<file path="src/hdl/dsh_regs.vh">
`ifndef DSH_REGS_VH
`define DSH_REGS_VH

// ----------------------------------------
// timing
// ----------------------------------------
`define DSH_CLK_MHZ 25
// counts in clk_sys cycles: 350 ms, 4.1 ms, 350 ms
`define DSH_T_SWITCH_CYC 24'h85_83b0
`define DSH_T_PAUSE_CYC 24'h01_9064
`define DSH_T_DISC_CYC 24'h85_83b0
`define DSH_CNT_W 24

// ----------------------------------------
// synchroniser vector layout
// ----------------------------------------
`define DSH_SYNC_W 10
`define DSH_B_DP_HPD 0
`define DSH_B_TMDS_HPD 1
`define DSH_B_CAD 2
`define DSH_B_PRIO 3
`define DSH_B_EN 4
`define DSH_B_OVS 5
`define DSH_B_SRC_DDC 6
`define DSH_B_SNK_DDC 8

// ----------------------------------------
// reset values
// ----------------------------------------
`define DSH_SYNC_RST 10'h3c0
`define DSH_CNT_RST 24'h00_0000

`endif

</file>
<file path="src/hdl/dsh_sync.v">
`timescale 1ns/1ps
`include "dsh_regs.vh"
module dsh_sync
(
  input wire clk_sys,
  input wire rst_n,
  input wire [`DSH_SYNC_W-1:0] d,
  output wire [`DSH_SYNC_W-1:0] q
);

  // ----------------------------------------
  // three stages, change taken when 2 and 3 agree
  // ----------------------------------------
  genvar i;
  generate
    for (i = 0; i < `DSH_SYNC_W; i = i + 1)
    begin : g_bit
      localparam [`DSH_SYNC_W-1:0] RV = `DSH_SYNC_RST;
      reg s1_r;
      reg s2_r;
      reg s3_r;
      reg q_r;
      always @(posedge clk_sys or negedge rst_n)
      begin
        if (!rst_n)
        begin
          s1_r <= RV[i];
          s2_r <= RV[i];
          s3_r <= RV[i];
          q_r <= RV[i];
        end
        else
        begin
          s1_r <= d[i];
          s2_r <= s1_r;
          s3_r <= s2_r;
          // rejects a single-cycle glitch on the pin
          if (s2_r == s3_r)
            q_r <= s3_r;
        end
      end
      assign q[i] = q_r;
    end
  endgenerate

endmodule

</file>
<file path="src/hdl/dsh_ctl.v">
`timescale 1ns/1ps
`include "dsh_regs.vh"
module dsh_ctl
#(
  parameter [`DSH_CNT_W-1:0] T_SWITCH_CYC = `DSH_T_SWITCH_CYC,
  parameter [`DSH_CNT_W-1:0] T_PAUSE_CYC = `DSH_T_PAUSE_CYC,
  parameter [`DSH_CNT_W-1:0] T_DISC_CYC = `DSH_T_DISC_CYC
)
(
  input wire clk_sys,
  input wire resetn,
  input wire enable_in,
  input wire priority_in,
  input wire dp_sink_hotplug_in,
  input wire tmds_sink_hotplug_in,
  input wire sink_cable_adapter_in,
  input wire ddc_low_level_select,
  input wire force_mode_in,
  input wire force_hotplug_in,
  input wire force_cable_adapter_in,
  input wire source_ddc_data_in,
  input wire source_ddc_clock_in,
  input wire sink_ddc_data_in,
  input wire sink_ddc_clock_in,
  output reg source_hotplug_out,
  output reg source_cable_adapter_out,
  output reg ddc_pullup_enable_out,
  output reg source_aux_channel_switch_out,
  output reg source_ddc_switch_out,
  output reg sink_aux_channel_switch_out,
  output reg ddc_level_buffer_enable_out,
  output reg link_train_monitor_out,
  output reg adaptor_id_enable_out,
  output reg main_link_enable_out,
  output reg low_power_out,
  output reg ddc_low_level_select_out,
  output wire source_ddc_data_out,
  output wire source_ddc_data_oe,
  output wire source_ddc_clock_out,
  output wire source_ddc_clock_oe,
  output wire sink_ddc_data_out,
  output wire sink_ddc_data_oe,
  output wire sink_ddc_clock_out,
  output wire sink_ddc_clock_oe
);

  localparam [2:0] S_NONE = 3'h0;
  localparam [2:0] S_DP = 3'h1;
  localparam [2:0] S_TMDS = 3'h2;
  localparam [2:0] S_HOLD = 3'h3;
  localparam [2:0] S_PAUSE = 3'h4;

  localparam [1:0] D_IDLE = 2'h0;
  localparam [1:0] D_SNK = 2'h1;
  localparam [1:0] D_SRC = 2'h2;
  localparam [1:0] D_REL = 2'h3;

  // ----------------------------------------
  // reset release and pin synchronisers
  // ----------------------------------------
  reg rst1_r;
  reg rst_n_r;
  always @(posedge clk_sys or negedge resetn)
  begin
    if (!resetn)
    begin
      rst1_r <= 1'b0;
      rst_n_r <= 1'b0;
    end
    else
    begin
      rst1_r <= 1'b1;
      rst_n_r <= rst1_r;
    end
  end

  wire [`DSH_SYNC_W-1:0] pin_raw;
  wire [`DSH_SYNC_W-1:0] pin_s;
  assign pin_raw = {sink_ddc_clock_in, sink_ddc_data_in,
    source_ddc_clock_in, source_ddc_data_in, ddc_low_level_select,
    enable_in, priority_in, sink_cable_adapter_in,
    tmds_sink_hotplug_in, dp_sink_hotplug_in};

  dsh_sync u_sync
  (
    .clk_sys(clk_sys),
    .rst_n(rst_n_r),
    .d(pin_raw),
    .q(pin_s)
  );

  wire hpd_s [0:1];
  assign hpd_s[0] = pin_s[`DSH_B_DP_HPD];
  assign hpd_s[1] = pin_s[`DSH_B_TMDS_HPD];
  wire cad_s = pin_s[`DSH_B_CAD];
  wire prio_s = pin_s[`DSH_B_PRIO];
  wire en_s = pin_s[`DSH_B_EN];

  // ----------------------------------------
  // enable: edge detect and override latches
  // ----------------------------------------
  reg en_d_r;
  reg frc_mode_r;
  reg frc_hpd_r;
  reg frc_cad_r;
  wire en_rise = en_s & ~en_d_r;
  always @(posedge clk_sys or negedge rst_n_r)
  begin
    if (!rst_n_r)
    begin
      en_d_r <= 1'b0;
      frc_mode_r <= 1'b0;
      frc_hpd_r <= 1'b0;
      frc_cad_r <= 1'b0;
    end
    else
    begin
      en_d_r <= en_s;
      // defaults while off, and once more on the rising edge
      if (!en_s || en_rise)
      begin
        frc_mode_r <= 1'b0;
        frc_hpd_r <= 1'b0;
        frc_cad_r <= 1'b0;
      end
      else
      begin
        frc_mode_r <= force_mode_in;
        frc_hpd_r <= force_hotplug_in;
        frc_cad_r <= force_cable_adapter_in;
      end
    end
  end

  // ----------------------------------------
  // per-sink disconnect filter
  // ----------------------------------------
  wire conn [0:1];
  genvar k;
  generate
    for (k = 0; k < 2; k = k + 1)
    begin : g_sink
      reg conn_r;
      reg [`DSH_CNT_W-1:0] low_cnt_r;
      always @(posedge clk_sys or negedge rst_n_r)
      begin
        if (!rst_n_r)
        begin
          conn_r <= 1'b0;
          low_cnt_r <= `DSH_CNT_RST;
        end
        else if (hpd_s[k])
        begin
          conn_r <= 1'b1;
          low_cnt_r <= `DSH_CNT_RST;
        end
        else if (conn_r)
        begin
          // a short drop (irq pulse) never reaches the selector
          if (low_cnt_r == T_DISC_CYC - 1'b1)
          begin
            conn_r <= 1'b0;
            low_cnt_r <= `DSH_CNT_RST;
          end
          else
            low_cnt_r <= low_cnt_r + 1'b1;
        end
      end
      assign conn[k] = conn_r;
    end
  endgenerate

  // ----------------------------------------
  // sink selection
  // ----------------------------------------
  wire want_dp = conn[0] & (~conn[1] | ~prio_s);
  wire want_tmds = conn[1] & (~conn[0] | prio_s);
  wire both = conn[0] & conn[1];

  // not cleared by enable, so a shutdown keeps the hotplug path
  reg [2:0] st_r;
  reg hold_dp_r;
  reg left_tmds_r;
  reg [`DSH_CNT_W-1:0] sw_cnt_r;
  always @(posedge clk_sys or negedge rst_n_r)
  begin
    if (!rst_n_r)
    begin
      st_r <= S_NONE;
      hold_dp_r <= 1'b0;
      left_tmds_r <= 1'b0;
      sw_cnt_r <= `DSH_CNT_RST;
    end
    else
    begin
      case (st_r)
        S_NONE:
        begin
          sw_cnt_r <= `DSH_CNT_RST;
          if (want_dp)
          begin
            st_r <= S_DP;
            left_tmds_r <= 1'b0;
          end
          else if (want_tmds)
            st_r <= S_TMDS;
        end
        S_DP:
        begin
          if (want_tmds && both)
          begin
            st_r <= S_HOLD;
            hold_dp_r <= 1'b1;
          end
          else if (want_tmds)
            st_r <= S_TMDS;
          else if (!want_dp)
            st_r <= S_NONE;
        end
        S_TMDS:
        begin
          if (want_dp && both)
          begin
            st_r <= S_HOLD;
            hold_dp_r <= 1'b0;
          end
          else if (want_dp)
          begin
            st_r <= S_DP;
            left_tmds_r <= 1'b0;
          end
          else if (!want_tmds)
          begin
            st_r <= S_NONE;
            left_tmds_r <= 1'b1;
          end
        end
        S_HOLD:
        begin
          if (sw_cnt_r == T_SWITCH_CYC - 1'b1)
          begin
            st_r <= S_PAUSE;
            sw_cnt_r <= `DSH_CNT_RST;
          end
          else
            sw_cnt_r <= sw_cnt_r + 1'b1;
        end
        S_PAUSE:
        begin
          if (sw_cnt_r == T_PAUSE_CYC - 1'b1)
          begin
            sw_cnt_r <= `DSH_CNT_RST;
            if (want_dp)
            begin
              st_r <= S_DP;
              left_tmds_r <= 1'b0;
            end
            else if (want_tmds)
              st_r <= S_TMDS;
            else
              st_r <= S_NONE;
          end
          else
            sw_cnt_r <= sw_cnt_r + 1'b1;
        end
        default:
          st_r <= S_NONE;
      endcase
    end
  end

  // ----------------------------------------
  // outputs toward source and switch controls
  // ----------------------------------------
  wire mode_dp = (st_r == S_DP) | ((st_r == S_HOLD) & hold_dp_r);
  wire mode_tmds = (st_r == S_TMDS) | ((st_r == S_HOLD) & ~hold_dp_r);
  reg hpd_nxt;
  reg cad_nxt;
  always @*
  begin
    hpd_nxt = mode_dp | mode_tmds;
    if (mode_dp)
      cad_nxt = cad_s;
    else if (mode_tmds)
      cad_nxt = 1'b1;
    else if (st_r == S_PAUSE)
      cad_nxt = source_cable_adapter_out;
    else
      cad_nxt = cad_s | left_tmds_r;
    if (frc_mode_r)
    begin
      hpd_nxt = frc_hpd_r;
      cad_nxt = frc_cad_r;
    end
  end

  always @(posedge clk_sys or negedge rst_n_r)
  begin
    if (!rst_n_r)
    begin
      source_hotplug_out <= 1'b0;
      source_cable_adapter_out <= 1'b0;
      ddc_pullup_enable_out <= 1'b0;
      source_aux_channel_switch_out <= 1'b0;
      source_ddc_switch_out <= 1'b0;
      sink_aux_channel_switch_out <= 1'b0;
      ddc_level_buffer_enable_out <= 1'b0;
      link_train_monitor_out <= 1'b0;
      adaptor_id_enable_out <= 1'b0;
      main_link_enable_out <= 1'b0;
      low_power_out <= 1'b1;
      ddc_low_level_select_out <= 1'b0;
    end
    else
    begin
      source_hotplug_out <= hpd_nxt;
      source_cable_adapter_out <= cad_nxt;
      ddc_pullup_enable_out <= cad_nxt;
      // all switches open in low power and during the pause
      source_aux_channel_switch_out <= mode_dp & ~cad_s;
      link_train_monitor_out <= mode_dp & ~cad_s;
      sink_aux_channel_switch_out <= mode_dp;
      source_ddc_switch_out <= (mode_dp & cad_s) | mode_tmds;
      ddc_level_buffer_enable_out <= mode_tmds;
      adaptor_id_enable_out <= mode_tmds;
      main_link_enable_out <= en_s & ~en_rise & (mode_dp | mode_tmds);
      low_power_out <= (st_r == S_NONE);
      ddc_low_level_select_out <= pin_s[`DSH_B_OVS];
    end
  end

  // ----------------------------------------
  // ddc level-shift buffer, one per line
  // ----------------------------------------
  wire [1:0] src_oe;
  wire [1:0] snk_oe;
  genvar j;
  generate
    for (j = 0; j < 2; j = j + 1)
    begin : g_ddc
      reg [1:0] dst_r;
      reg src_oe_r;
      reg snk_oe_r;
      // external driver must go below threshold to be seen here
      wire src_low = ~pin_s[`DSH_B_SRC_DDC + j];
      wire snk_high = pin_s[`DSH_B_SNK_DDC + j];
      always @(posedge clk_sys or negedge rst_n_r)
      begin
        if (!rst_n_r)
        begin
          dst_r <= D_IDLE;
          src_oe_r <= 1'b0;
          snk_oe_r <= 1'b0;
        end
        else if (!ddc_level_buffer_enable_out)
        begin
          dst_r <= D_IDLE;
          src_oe_r <= 1'b0;
          snk_oe_r <= 1'b0;
        end
        else
        begin
          case (dst_r)
            D_IDLE:
            begin
              if (src_low)
              begin
                dst_r <= D_SRC;
                src_oe_r <= 1'b1;
                snk_oe_r <= 1'b1;
              end
              else if (!snk_high)
              begin
                dst_r <= D_SNK;
                src_oe_r <= 1'b1;
              end
            end
            D_SNK:
            begin
              if (src_low)
              begin
                dst_r <= D_SRC;
                snk_oe_r <= 1'b1;
              end
              else if (snk_high)
              begin
                dst_r <= D_IDLE;
                src_oe_r <= 1'b0;
              end
            end
            D_SRC:
            begin
              // raised low level sits above threshold: no lock-up
              if (!src_low)
              begin
                dst_r <= D_REL;
                snk_oe_r <= 1'b0;
              end
            end
            D_REL:
            begin
              if (src_low)
              begin
                dst_r <= D_SRC;
                snk_oe_r <= 1'b1;
              end
              else if (snk_high)
              begin
                dst_r <= D_IDLE;
                src_oe_r <= 1'b0;
              end
            end
            default:
              dst_r <= D_IDLE;
          endcase
        end
      end
      assign src_oe[j] = src_oe_r;
      assign snk_oe[j] = snk_oe_r;
    end
  endgenerate

  // open-drain: only ever pulls low
  reg [3:0] od_lvl_r;
  always @(posedge clk_sys or negedge rst_n_r)
  begin
    if (!rst_n_r)
      od_lvl_r <= 4'h0;
    else
      od_lvl_r <= 4'h0;
  end

  assign source_ddc_data_oe = src_oe[0];
  assign source_ddc_clock_oe = src_oe[1];
  assign sink_ddc_data_oe = snk_oe[0];
  assign sink_ddc_clock_oe = snk_oe[1];
  assign source_ddc_data_out = od_lvl_r[0];
  assign source_ddc_clock_out = od_lvl_r[1];
  assign sink_ddc_data_out = od_lvl_r[2];
  assign sink_ddc_clock_out = od_lvl_r[3];

endmodule

</file>
<file path="config.mk">
export PLATFORM = sky130hd
export DESIGN_NAME = dsh_ctl
export DESIGN_NICKNAME = d
export VERILOG_FILES = /design/src/hdl/dsh_sync.v /design/src/hdl/dsh_ctl.v
export VERILOG_INCLUDE_DIRS = /design/src /design/src/hdl
export SDC_FILE = /design/constraint.sdc
export NUM_CORES = 1
export LEC_CHECK = 0
export BUFFER_PORTS_ARGS = -buffer_cell sky130_fd_sc_hd__buf_4
export CAP_MARGIN = 20
export CORE_UTILIZATION = 30
export DETAILED_ROUTE_END_ITERATION = 7
export PLACE_DENSITY = 0.51
export RECOVER_POWER = 25
export SYNTH_ARGS = -nofsm -noshare
export SYNTH_HDL_FRONTEND = slang
export SYNTH_HIERARCHICAL = 1
export SYNTH_SLANG_ARGS = --single-unit
export TNS_END_PERCENT = 5
</file>
<file path="constraint.sdc">
create_clock -name clk_sys -period 4.34 [get_ports clk_sys]
set_input_delay 0.217 -clock clk_sys [delete_from_list [all_inputs] [get_ports clk_sys]]
set_output_delay 0.217 -clock clk_sys [all_outputs]
set_load 0.005 [all_outputs]
</file>
After elaboration in Yosys (flattened, before gate mapping)
Index checks and enable logic that the tools add are counted.
Widths: inputs -> output; s select.
{"block": "totals", "in_bits": 15, "reg_bits": 142, "romBits": 0, "latchBits": 0, "word_cells": 248, "mem_bits_rw": 0, "output_inout_bits": 20, "memories": 0}
{"block": "op_classes", "n_addsub": 3, "multipliers": 0, "n_bitwise": 24, "reduce_logical": 25, "n_mux": 79, "n_eq_ne": 48, "div_mod_pow": 0, "shifts": 0, "magnitude_cmp": 0}
{"op": "$mux 24", "count": 8}
{"op": "$add 24x1->24 const B", "count": 3}
{"op": "$eq 24x24->1 const B", "count": 3}
{"op": "$pmux 24 s3", "count": 1}
{"op": "$mux 1", "count": 37}
{"op": "$mux 3", "count": 10}
{"op": "$mux 2", "count": 14}
{"op": "$ne 4x4->1 const B", "count": 7}
{"op": "$eq 24x17->1 const B", "count": 1}
{"op": "$ne 3x2->1 const B", "count": 8}
{"op": "$pmux 3 s5", "count": 1}
{"op": "$ne 3x3->1 const B", "count": 4}
{"op": "$pmux 2 s3", "count": 2}
{"op": "$reduce_and 4->1", "count": 3}
{"op": "$and 1x1->1", "count": 10}
{"op": "$eq 1x1->1", "count": 10}
{"op": "$ne 2x2->1 const B", "count": 5}
{"op": "$pmux 1 s2", "count": 5}
{"op": "$reduce_and 3->1", "count": 3}
{"op": "$eq 2x2->1 const B", "count": 4}
{"op": "$not 1->1", "count": 7}
{"op": "$or 1x1->1", "count": 7}
{"op": "$eq 3x2->1 const B", "count": 2}
{"op": "$reduce_bool 2->1", "count": 3}
{"op": "14 further kinds", "count": 21}

Longest topological paths before layout
Gate-level depths: netlist of the first run.
{"block": "logic_depth", "ltp_word": 7, "mapped_depth": 8, "mapped_depth_nobuf": 6}

Hierarchy
Netlist of the first run, hierarchy kept.
{"module": "dsh_ctl", "area_per_inst_um2": 5654.2, "n_inst": 1, "seq_area_each_um2": 2553.7, "cells_per_inst": 635}
{"module": "dsh_sync", "area_per_inst_um2": 1208.7, "n_inst": 1, "seq_area_each_um2": 1021.0, "cells_per_inst": 60}

Worst setup path after synthesis of the first run
OpenSTA, ideal clock, no wires.
{"block": "synth_path", "path_kind": "reg2reg", "startpoint": "register g_sink[0].low_cnt_r[12]", "endpoint": "register g_sink[0].low_cnt_r[11]", "t_required_ns": 4.214, "path_slack_ns": 2.303, "path_buffers": 2, "synth_period_minus_slack_ns": 2.037, "stages_incl_launch_ff": 7, "arrival_ns": 1.911, "setup_time_ns": 0.126, "path_cell_list": "dfrtp_1 buf_6 or4_4 nor4_4 a211oi_2 buf_6 a221o_1"}
{"block": "synth_via", "elab_chain_len": 4}
{"element": "start, declared", "line": "dsh_ctl.v:144", "text": "reg [`DSH_CNT_W-1:0] low_cnt_r;"}
{"element": "start signal, assigned", "line": "dsh_ctl.v:150", "text": "low_cnt_r <= `DSH_CNT_RST;"}
{"element": "start signal, assigned", "line": "dsh_ctl.v:155", "text": "low_cnt_r <= `DSH_CNT_RST;"}
{"element": "start signal, assigned", "line": "dsh_ctl.v:163", "text": "low_cnt_r <= `DSH_CNT_RST;"}
{"element": "$eq 24x24->1", "line": "dsh_ctl.v:160", "text": "if (low_cnt_r == T_DISC_CYC - 1'b1)"}
{"element": "$mux 24", "line": "dsh_ctl.v:160"}
{"element": "$mux 24", "line": "dsh_ctl.v:157", "text": "else if (conn_r)"}
{"element": "$mux 24", "line": "dsh_ctl.v:152", "text": "else if (hpd_s[k])"}
Every way passes these cells. The select of a mux whose other input is x is not followed.
A chain may end at the register's enable or synchronous reset.

Final worst setup path of the first run
{"block": "layout_path", "startpoint": "register sw_cnt_r[0]", "endpoint": "register sw_cnt_r[0]"}
{"block": "layout_via", "elab_chain_len": 3, "elab_cells_between_ends": 6, "cone_classes": "add/sub (1); eq/ne (2); mux (3)"}
{"element": "start, declared", "line": "dsh_ctl.v:184", "text": "reg [`DSH_CNT_W-1:0] sw_cnt_r;"}
{"element": "start signal, assigned", "line": "dsh_ctl.v:192", "text": "sw_cnt_r <= `DSH_CNT_RST;"}
{"element": "start signal, assigned", "line": "dsh_ctl.v:199", "text": "sw_cnt_r <= `DSH_CNT_RST;"}
{"element": "start signal, assigned", "line": "dsh_ctl.v:243", "text": "sw_cnt_r <= `DSH_CNT_RST;"}
{"element": "$add 24x1->24, or another cell as far along", "line": "dsh_ctl.v:246, dsh_ctl.v:264"}
{"element": "$mux 24 (on tied branches)", "line": "dsh_ctl.v:250, dsh_ctl.v:240"}
{"element": "$pmux 24 s3 *", "line": "dsh_ctl.v:196", "text": "case (st_r)"}
Every way passes the cells marked *; elsewhere a longest branch is shown, timed or not.

==> results.tsv, run 1 <==
metric	value	unit
outcome	complete, no violations	
die-area	23490	um^2
final_util	0.3640	
critical_path_class	reg -> reg	
drive_above_1_share	0.1438	
r2r_start	sw_cnt_r[0]	
synth-warning-count	6	
fin_crit_sh	0.5527	
slew_viol_final	0	
fp.dieW	153.3	um
synthTopCellsByArea	dfrtp_1 46%, dfstp_2 6.5%, nand2_1 4.7%, nand3_1 3.0%, a31oi_1 2.6%	
syn_area	6863	um^2
hold_end	frc_cad_r	
final_cells	1010	
use_met3	0.03402	
vias_per_cell	5.396	
path_delay_family	simple AND/OR/NAND/NOR gates	
h-tree-depth	4	
io-pin-count	35	
comb_power_share	0.153	
regToRegSetupSlack	1.94	ns
top_usage_layer	met2	
cts_root_buf	clkbuf_16	
ys_types	67	
synth_area_per_cell	9.875	um^2
ys_top_cells_by_count	125 x dfrtp_1, 86 x nand2_1, 41 x nand3_1, 30 x a21oi_1	
fin_skew	0.007548	ns
synth-edff-count	0	
hold_viol	0	
internal_power	2705	uW
async_reset_ff_frac	1.000	
met2_usage	0.2170	
grt_use_met1	0.1780	
synth.most_common_cell	dfrtp_1	
post_cts.repair.setup_buffers	0	
min_from	force_cable_adapter_in	
worstPathRequired	4.70	ns
p_per_area	466.7	nW/um^2
cts_tree	done	
start_util	0.3106	
clock_sinks	142	
start_kind	flop	
setup_tns	0	ns
switching_power	1047	uW
dpl.hpwl	9950	um
fillers	2163	
clockBufferDepth	2	
diodes	0	
swShare	0.2791	
dp_cells	965	
yosys.area.top_type	dfrtp_1	
p_leak	0.003491	uW
stdcell_area	8041	um^2
numCtsBuffers	17	
die_h	153.3	um
ant_nets	0	
yosysSeqAreaShare	0.5209	
synthCells	695	
crit_slowest_cell	a21oi_2	
sequentialPowerShare	0.424	
worstPathBufferInverterCount	1	
crit_fanout	18	
holdWs	0.05613	ns
grt_overflow	0	
fin_nets	735	
clock.fmax	416.9	MHz
syn_to_final_growth	17.17	%
synth-seq-cells	142	
wire_per_inst	15.14	um
grt_pass1_vias	5241	
worstMarginPinSlew	1.041	ns
first_pass_iters	5	
r2r_end	sw_cnt_r[0]	
cts.clk_slew.worst_paths	0.06	ns
crit_top_cell	and3_1	
antenna_found_initial	0	
rsz0062_at_grt	no	
row_count	54	
num_vias	5450	
synth_top_area_share	0.4558	
place.gp.congestion	0.8162	
drv_cap	0	
layout_min_cycle_time	2.399	ns
relSlewSlack	0.3037	
cp_cell_sequence	ha_1 > and3_1 > and3_1 > a21oi_2 > buf_4 > or2_2 > mux2_2	
crit_path_max_incr_delay	0.50	ns
hold_depth	2	
place_area	7237	um^2
min_path_type	in -> reg	
grt_pass1_wl	25850	um
setup_viol	0	
insertion_delay	0.42	ns
ir_worst_vdd	0.0002346	V
drt-initial-drc-count	429	
wl	15290	um
worst_setup_path_end_kind	flop	
pwr-share-clk	0.423	
crit_arrival	2.76	ns
route.detailed.drc	0	
grt_max_degree	77	
reg2regPathDepth	7	
port_buffers	30	
yosys_most_used_dff	dfrtp_1	
core-area	22090	um^2
grt_util_all_layers	0.1363	
==> worst register-to-register path, delay by kind of cell (launching register included) <==
kind	cells	cell delay (ns)
multiplexers	1	0.16
AND/OR/NAND/NOR	3	0.66
adder cells (fa/ha/maj)	1	0.26
buffers and inverters	1	0.34
AO/OA/AOI/OAI	1	0.50
flip-flops	1	0.42
==> state kept, by name (all words and copies together), names as in the netlist, 2 cells and up <==
| signal | flops |
|---|---|
| g_ddc.dst_r | 4 |
| u_sync/g_bit.s1_r | 10 |
| g_sink.low_cnt_r | 48 |
| u_sync/g_bit.s2_r | 10 |
| u_sync/g_bit.q_r | 10 |
| sw_cnt_r | 24 |
| u_sync/g_bit.s3_r | 10 |
| st_r | 3 |
| g_sink.conn_r | 2 |
==> repair_timing <==
action | 4_1_cts | 5_1_grt
hold buffers | 11 | 0
resized for setup | 0 | 0
endpoints found under the hold margin | 12 | 0
==> worst max-delay path by stage <==
stage                                start                       to  slack, ns  cells past startpoint
floorplan                          rst_n_r    adaptor_id_enable_out       0.12                      0
global placement              sw_cnt_r[11]             sw_cnt_r[23]       1.97                      6
detailed placement             sw_cnt_r[4]             sw_cnt_r[23]       1.93                      6
CTS                           sw_cnt_r[11]             sw_cnt_r[23]       1.92                      6
global route        g_sink[1].low_cnt_r[0]  g_sink[1].low_cnt_r[20]       1.76                      6
finish                         sw_cnt_r[0]              sw_cnt_r[0]       1.94                      7
==> cells in the final DEF, fill, tap and decap left out, types with 8 or more instances in the layout <==
cell | synthesis | layout
a21o_1 | 12 | 12
a21oi_1 | 30 | 29
a31oi_1 | 29 | 28
and2_1 | 11 | 11
and3_1 | 17 | 17
and4_1 | 11 | 11
buf_4 | 17 | 26
clkbuf_16 | 0 | 17
clkbuf_4 | 0 | 10
dfrtp_1 | 125 | 125
dfstp_2 | 17 | 10
dlygate4sd3_1 | 0 | 11
inv_1 | 20 | 20
maj3_2 | 10 | 9
nand2_1 | 86 | 86
nand2b_1 | 9 | 9
nand3_1 | 41 | 41
nand4_1 | 25 | 25
nor2_1 | 29 | 29
nor2b_1 | 12 | 12
nor3_1 | 15 | 15
nor4_1 | 11 | 11
o211ai_1 | 8 | 8
o21ai_0 | 25 | 25
o22ai_1 | 13 | 13
==> through the flow <==
step                      total power, uW  worst slack [ns]
final                                3753             1.941
after global routing                 3942             1.756
after CTS                            3793             1.920
after detailed placement             2180             1.931
after global placement               2163             1.969
after floorplan                      1979            0.1204
==> layout make-up <==
class	instances	area, um^2	area share
Tap cell	280	350.3	0.04357
Sequential cell	142	3575	0.4445
Multi-Input combinational cell	486	2954	0.3674
Clock inverter	14	209.0	0.02598
Inverter	20	75.07	0.009336
Clock buffer	18	439.2	0.05461
Timing Repair Buffer	50	439.2	0.05461
==> power groups by stage <==
stage | Combinational, uW | Clock, uW | Sequential [uW]
6_report | 573 | 1590 | 1590
5_1_grt | 637 | 1690 | 1610
4_1_cts | 562 | 1620 | 1610
3_5_place_dp | 550 | 0 | 1630
3_3_place_gp | 539 | 0 | 1620
2_1_floorplan | 398 | 0 | 1580
==> metal layers <==
| layer | vias up | wire length [um] |
|---|---|---|
| li1 | 2609 | - |
| met1 | 2711 | 7268 |
| met2 | 118 | 7314 |
| met3 | 12 | 575 |
| met4 | 0 | 133 |
| met5 | - | 0 |
==> cells by family (layout without fill, tap and decap cells) <==
logic type                 after synthesis  count (layout)  synth area share
buffers and inverters                   70             102           0.05160
muxes                                    7               7           0.01057
and+or+nand+nor                        290             290            0.2248
adders and majority gates               15              15           0.02480
AOI/OAI and AO/OA                      169             169            0.1663
other                                    2               5          0.001094
DFF                                    142             142            0.5209
(Power assumes the default switching activity.)
==> inputs of run 2 (changes only) <==
--- a/config.mk
+++ b/config.mk
@@ -6,6 +6,7 @@
 export SDC_FILE = /design/constraint.sdc
 export NUM_CORES = 1
 export LEC_CHECK = 0
+export ABC_AREA = 1
 export BUFFER_PORTS_ARGS = -buffer_cell sky130_fd_sc_hd__buf_4
 export CAP_MARGIN = 20
 export CORE_UTILIZATION = 30
==> constraint.sdc (replaced) <==
create_clock -name clk_sys -period 2.1 [get_ports clk_sys]
set_input_delay 0.105 -clock clk_sys [delete_from_list [all_inputs] [get_ports clk_sys]]
set_output_delay 0.105 -clock clk_sys [all_outputs]
set_load 0.005 [all_outputs]
==> results.tsv, run 2 <==
metric	value	unit
outcome	complete, no violations	
grt_max_degree	46	
grt_pass1_wl	28990	um
swShare	0.3228	
synth_fa_ha_area_frac	0.005038	
io-pin-count	35	
wl	16300	um
crit_top_cell	nor2_1	
ys_types	43	
rsz0062_at_grt	no	
crit_path_max_incr_delay	0.43	ns
grt_util_all_layers	0.1407	
crit_arrival	2.13	ns
die_h	159.6	um
setup_viol	0	
numCtsBuffers	17	
seq_area	3575	um^2
reg_top3	g_sink.low_cnt_r (48), sw_cnt_r (24)	
postLayoutSetupSlackWorst	0.3019	ns
port_buffers	30	
yosysSeqAreaShare	0.4798	
fin_crit_sh	0.8563	
layout_min_cycle_time	1.798	ns
place_ws	0.3082	ns
fillers	2506	
drv_cap	0	
min_path_type	reg -> async	
worstSetupStartpoint	g_sink[0].low_cnt_r[0]	
internal_power	5226	uW
p_per_area	883.7	nW/um^2
row_count	57	
hold_viol	0	
worstMarginPinSlew	1.019	ns
critPathCapture	g_sink[0].low_cnt_r[23]	
yosys.area.top_type	dfrtp_1	
wire_per_inst	12.19	um
antenna_found_initial	0	
async_reset_ff_frac	1.000	
reg2regPathDepth	9	
synthXorXnorAreaFrac	0.03409	
synth_compound_area_frac	0.09018	
synth-warning-count	6	
synth_top_area_share	0.4198	
largest_reg_flops	48	
final_cell_mix	255 x nand2_1, 138 x nor2_1, 125 x dfrtp_1, 114 x inv_1, 64 x nand3_1	
comb_power_share	0.177	
fin_skew	0.008050	ns
dp_cells	1290	
yosys_most_used_dff	dfrtp_1	
ys_top_cells_by_count	255 x nand2_1, 138 x nor2_1, 125 x dfrtp_1, 114 x inv_1, 64 x nand3_1	
drive_above_1_share	0.1254	
r2r_start	g_sink[0].low_cnt_r[0]	
dpl.hpwl	11720	um
clockBufferDepth	2	
critical_path_class	reg -> reg	
worstPathRequired	2.43	ns
slew_viol_final	0	
synth.most_common_cell	nand2_1	
p_leak	0.003888	uW
setup_tns	0	ns
synthCells	952	
clock.fmax	556.1	MHz
regToRegSetupSlack	0.30	ns
top_register	g_sink.low_cnt_r	
cts-hold-fix-buffers	15	
relSlewSlack	0.3207	
holdWs	0.2828	ns
h-tree-depth	4	
cts.clk_slew.worst_paths	0.07	ns
fp.dieW	159.6	um
synth_top_family_by_area	simple AND/OR/NAND/NOR gates	
ir_worst_vdd	0.0006224	V
die-area	25470	um^2
crit_slowest_cell	dfrtp_1	
synthTopCellsByArea	dfrtp_1 42%, nand2_1 13%, nor2_1 7.0%, dfstp_2 6.0%, inv_1 5.7%	
cp_cell_sequence	ha_1 > nand3_1 > nor2_1 > nand3_1 > nand3_2 > buf_4 > nor2_1 > nor2_1 > nor2_1	
synth-edff-count	0	
grt_pass1_vias	6005	
num_vias	6009	
final_cells	1337	
fin_nets	1018	
first_pass_iters	5	
pwr-share-clk	0.403	
syn_to_final_growth	17.21	%
sequentialPowerShare	0.420	
place_area	7984	um^2
core-area	24320	um^2
cts_tree	done	
grt_overflow	0	
worst_setup_path_end_kind	flop	
clock_sinks	142	
start_util	0.3064	
diodes	0	
ant_nets	0	
syn_area	7451	um^2
drt-initial-drc-count	354	
layout_commonest_cell	nand2_1	
yosys.area_share.simple	0.3004	
synth_area_per_cell	7.827	um^2
synth-seq-cells	142	
r2r_end	g_sink[0].low_cnt_r[23]	
stdcell_area	8733	um^2
synth.area.mux_share	0	
vias_per_cell	4.494	
post_cts_resized	0	
switching_power	2492	uW
place.gp.congestion	0.8606	
cts_root_buf	clkbuf_16	
crit_fanout	14	
start_kind	flop	
insertion_delay	0.43	ns
route.detailed.drc	0	
multi_input_area	3221	um^2
post_cts.repair.setup_buffers	0	
-- run 2: cell types whose count changed after synthesis, moves of 12 or more --
cell and delta:
inv_1 +94, nand2_1 +169, clkbuf_1 -18, o21ai_0 +18
a31oi_1 -29, nor2_1 +109, xor2_1 +26, and3_1 -16
nor2b_1 -12, nand3_1 +23
-- run 2: cells by family after synthesis --
logic type,count (synthesis)
AND/OR/NAND/NOR,516
buffers and inverters,149
other,2
AO/OA/AOI/OAI,111
flip-flops,142
XOR/XNOR,29
adder cells (fa/ha/maj),3
-- run 2: per-layer routing --
layer	global-route usage	share of wire	vias to the layer above	wire length [um]
li1	-	-	3122	-
met1	0.1809	0.49	2766	7946
met2	0.2301	0.46	99	7575
met3	0.02735	0.028	22	461
met4	0.06031	0.020	0	320
met5	0	0	-	0
-- run 2: metrics by stage --
step / util / power (uW)
6_report: 0.3591 / 7718
5_1_grt: 0.3591 / 8194
4_1_cts: 0.3599 / 7860
3_5_place_dp: 0.3283 / 4671
3_3_place_gp: 0.3283 / 4663
2_1_floorplan: - / 4278
-- run 2: how the worst min path moves through the flow --
stage / startpoint / to / slack (ns) / cells after the start
floorplan: resetn / rst1_r / -0.19 / 0
global placement: resetn / rst1_r / -0.11 / 1
detailed placement: resetn / rst1_r / -0.11 / 1
CTS: rst_n_r / u_sync/g_bit[1].s3_r / 0.20 / 0
global route: sink_ddc_clock_in / u_sync/g_bit[9].s1_r / 0.31 / 2
finish: rst_n_r / u_sync/g_bit[1].s3_r / 0.28 / 0
-- run 2: layout make-up --
type / instances / share of cell area
inverter: 121 / 0.05287
multi-input combinational: 664 / 0.3688
clock inverter: 15 / 0.02206
timing repair buffer: 54 / 0.05186
sequential: 142 / 0.4093
tap: 324 / 0.04642
clock buffer: 17 / 0.04871
-- run 2: worst max-delay path, delay by kind of cell, from the launching register on --
kind	cells	cell delay, ns
adders and majority gates	1	0.23
buffers and inverters	1	0.24
DFF	1	0.43
and+or+nand+nor	7	0.79
-- run 2: power by group through the flow --
stage | Clock [uW] | Combinational (uW) | Sequential [uW]
after floorplan | 0 | 1010 | 3270
after global placement | 0 | 1370 | 3290
after detailed placement | 0 | 1380 | 3300
after CTS | 3210 | 1410 | 3240
after global routing | 3340 | 1570 | 3280
final | 3110 | 1370 | 3240
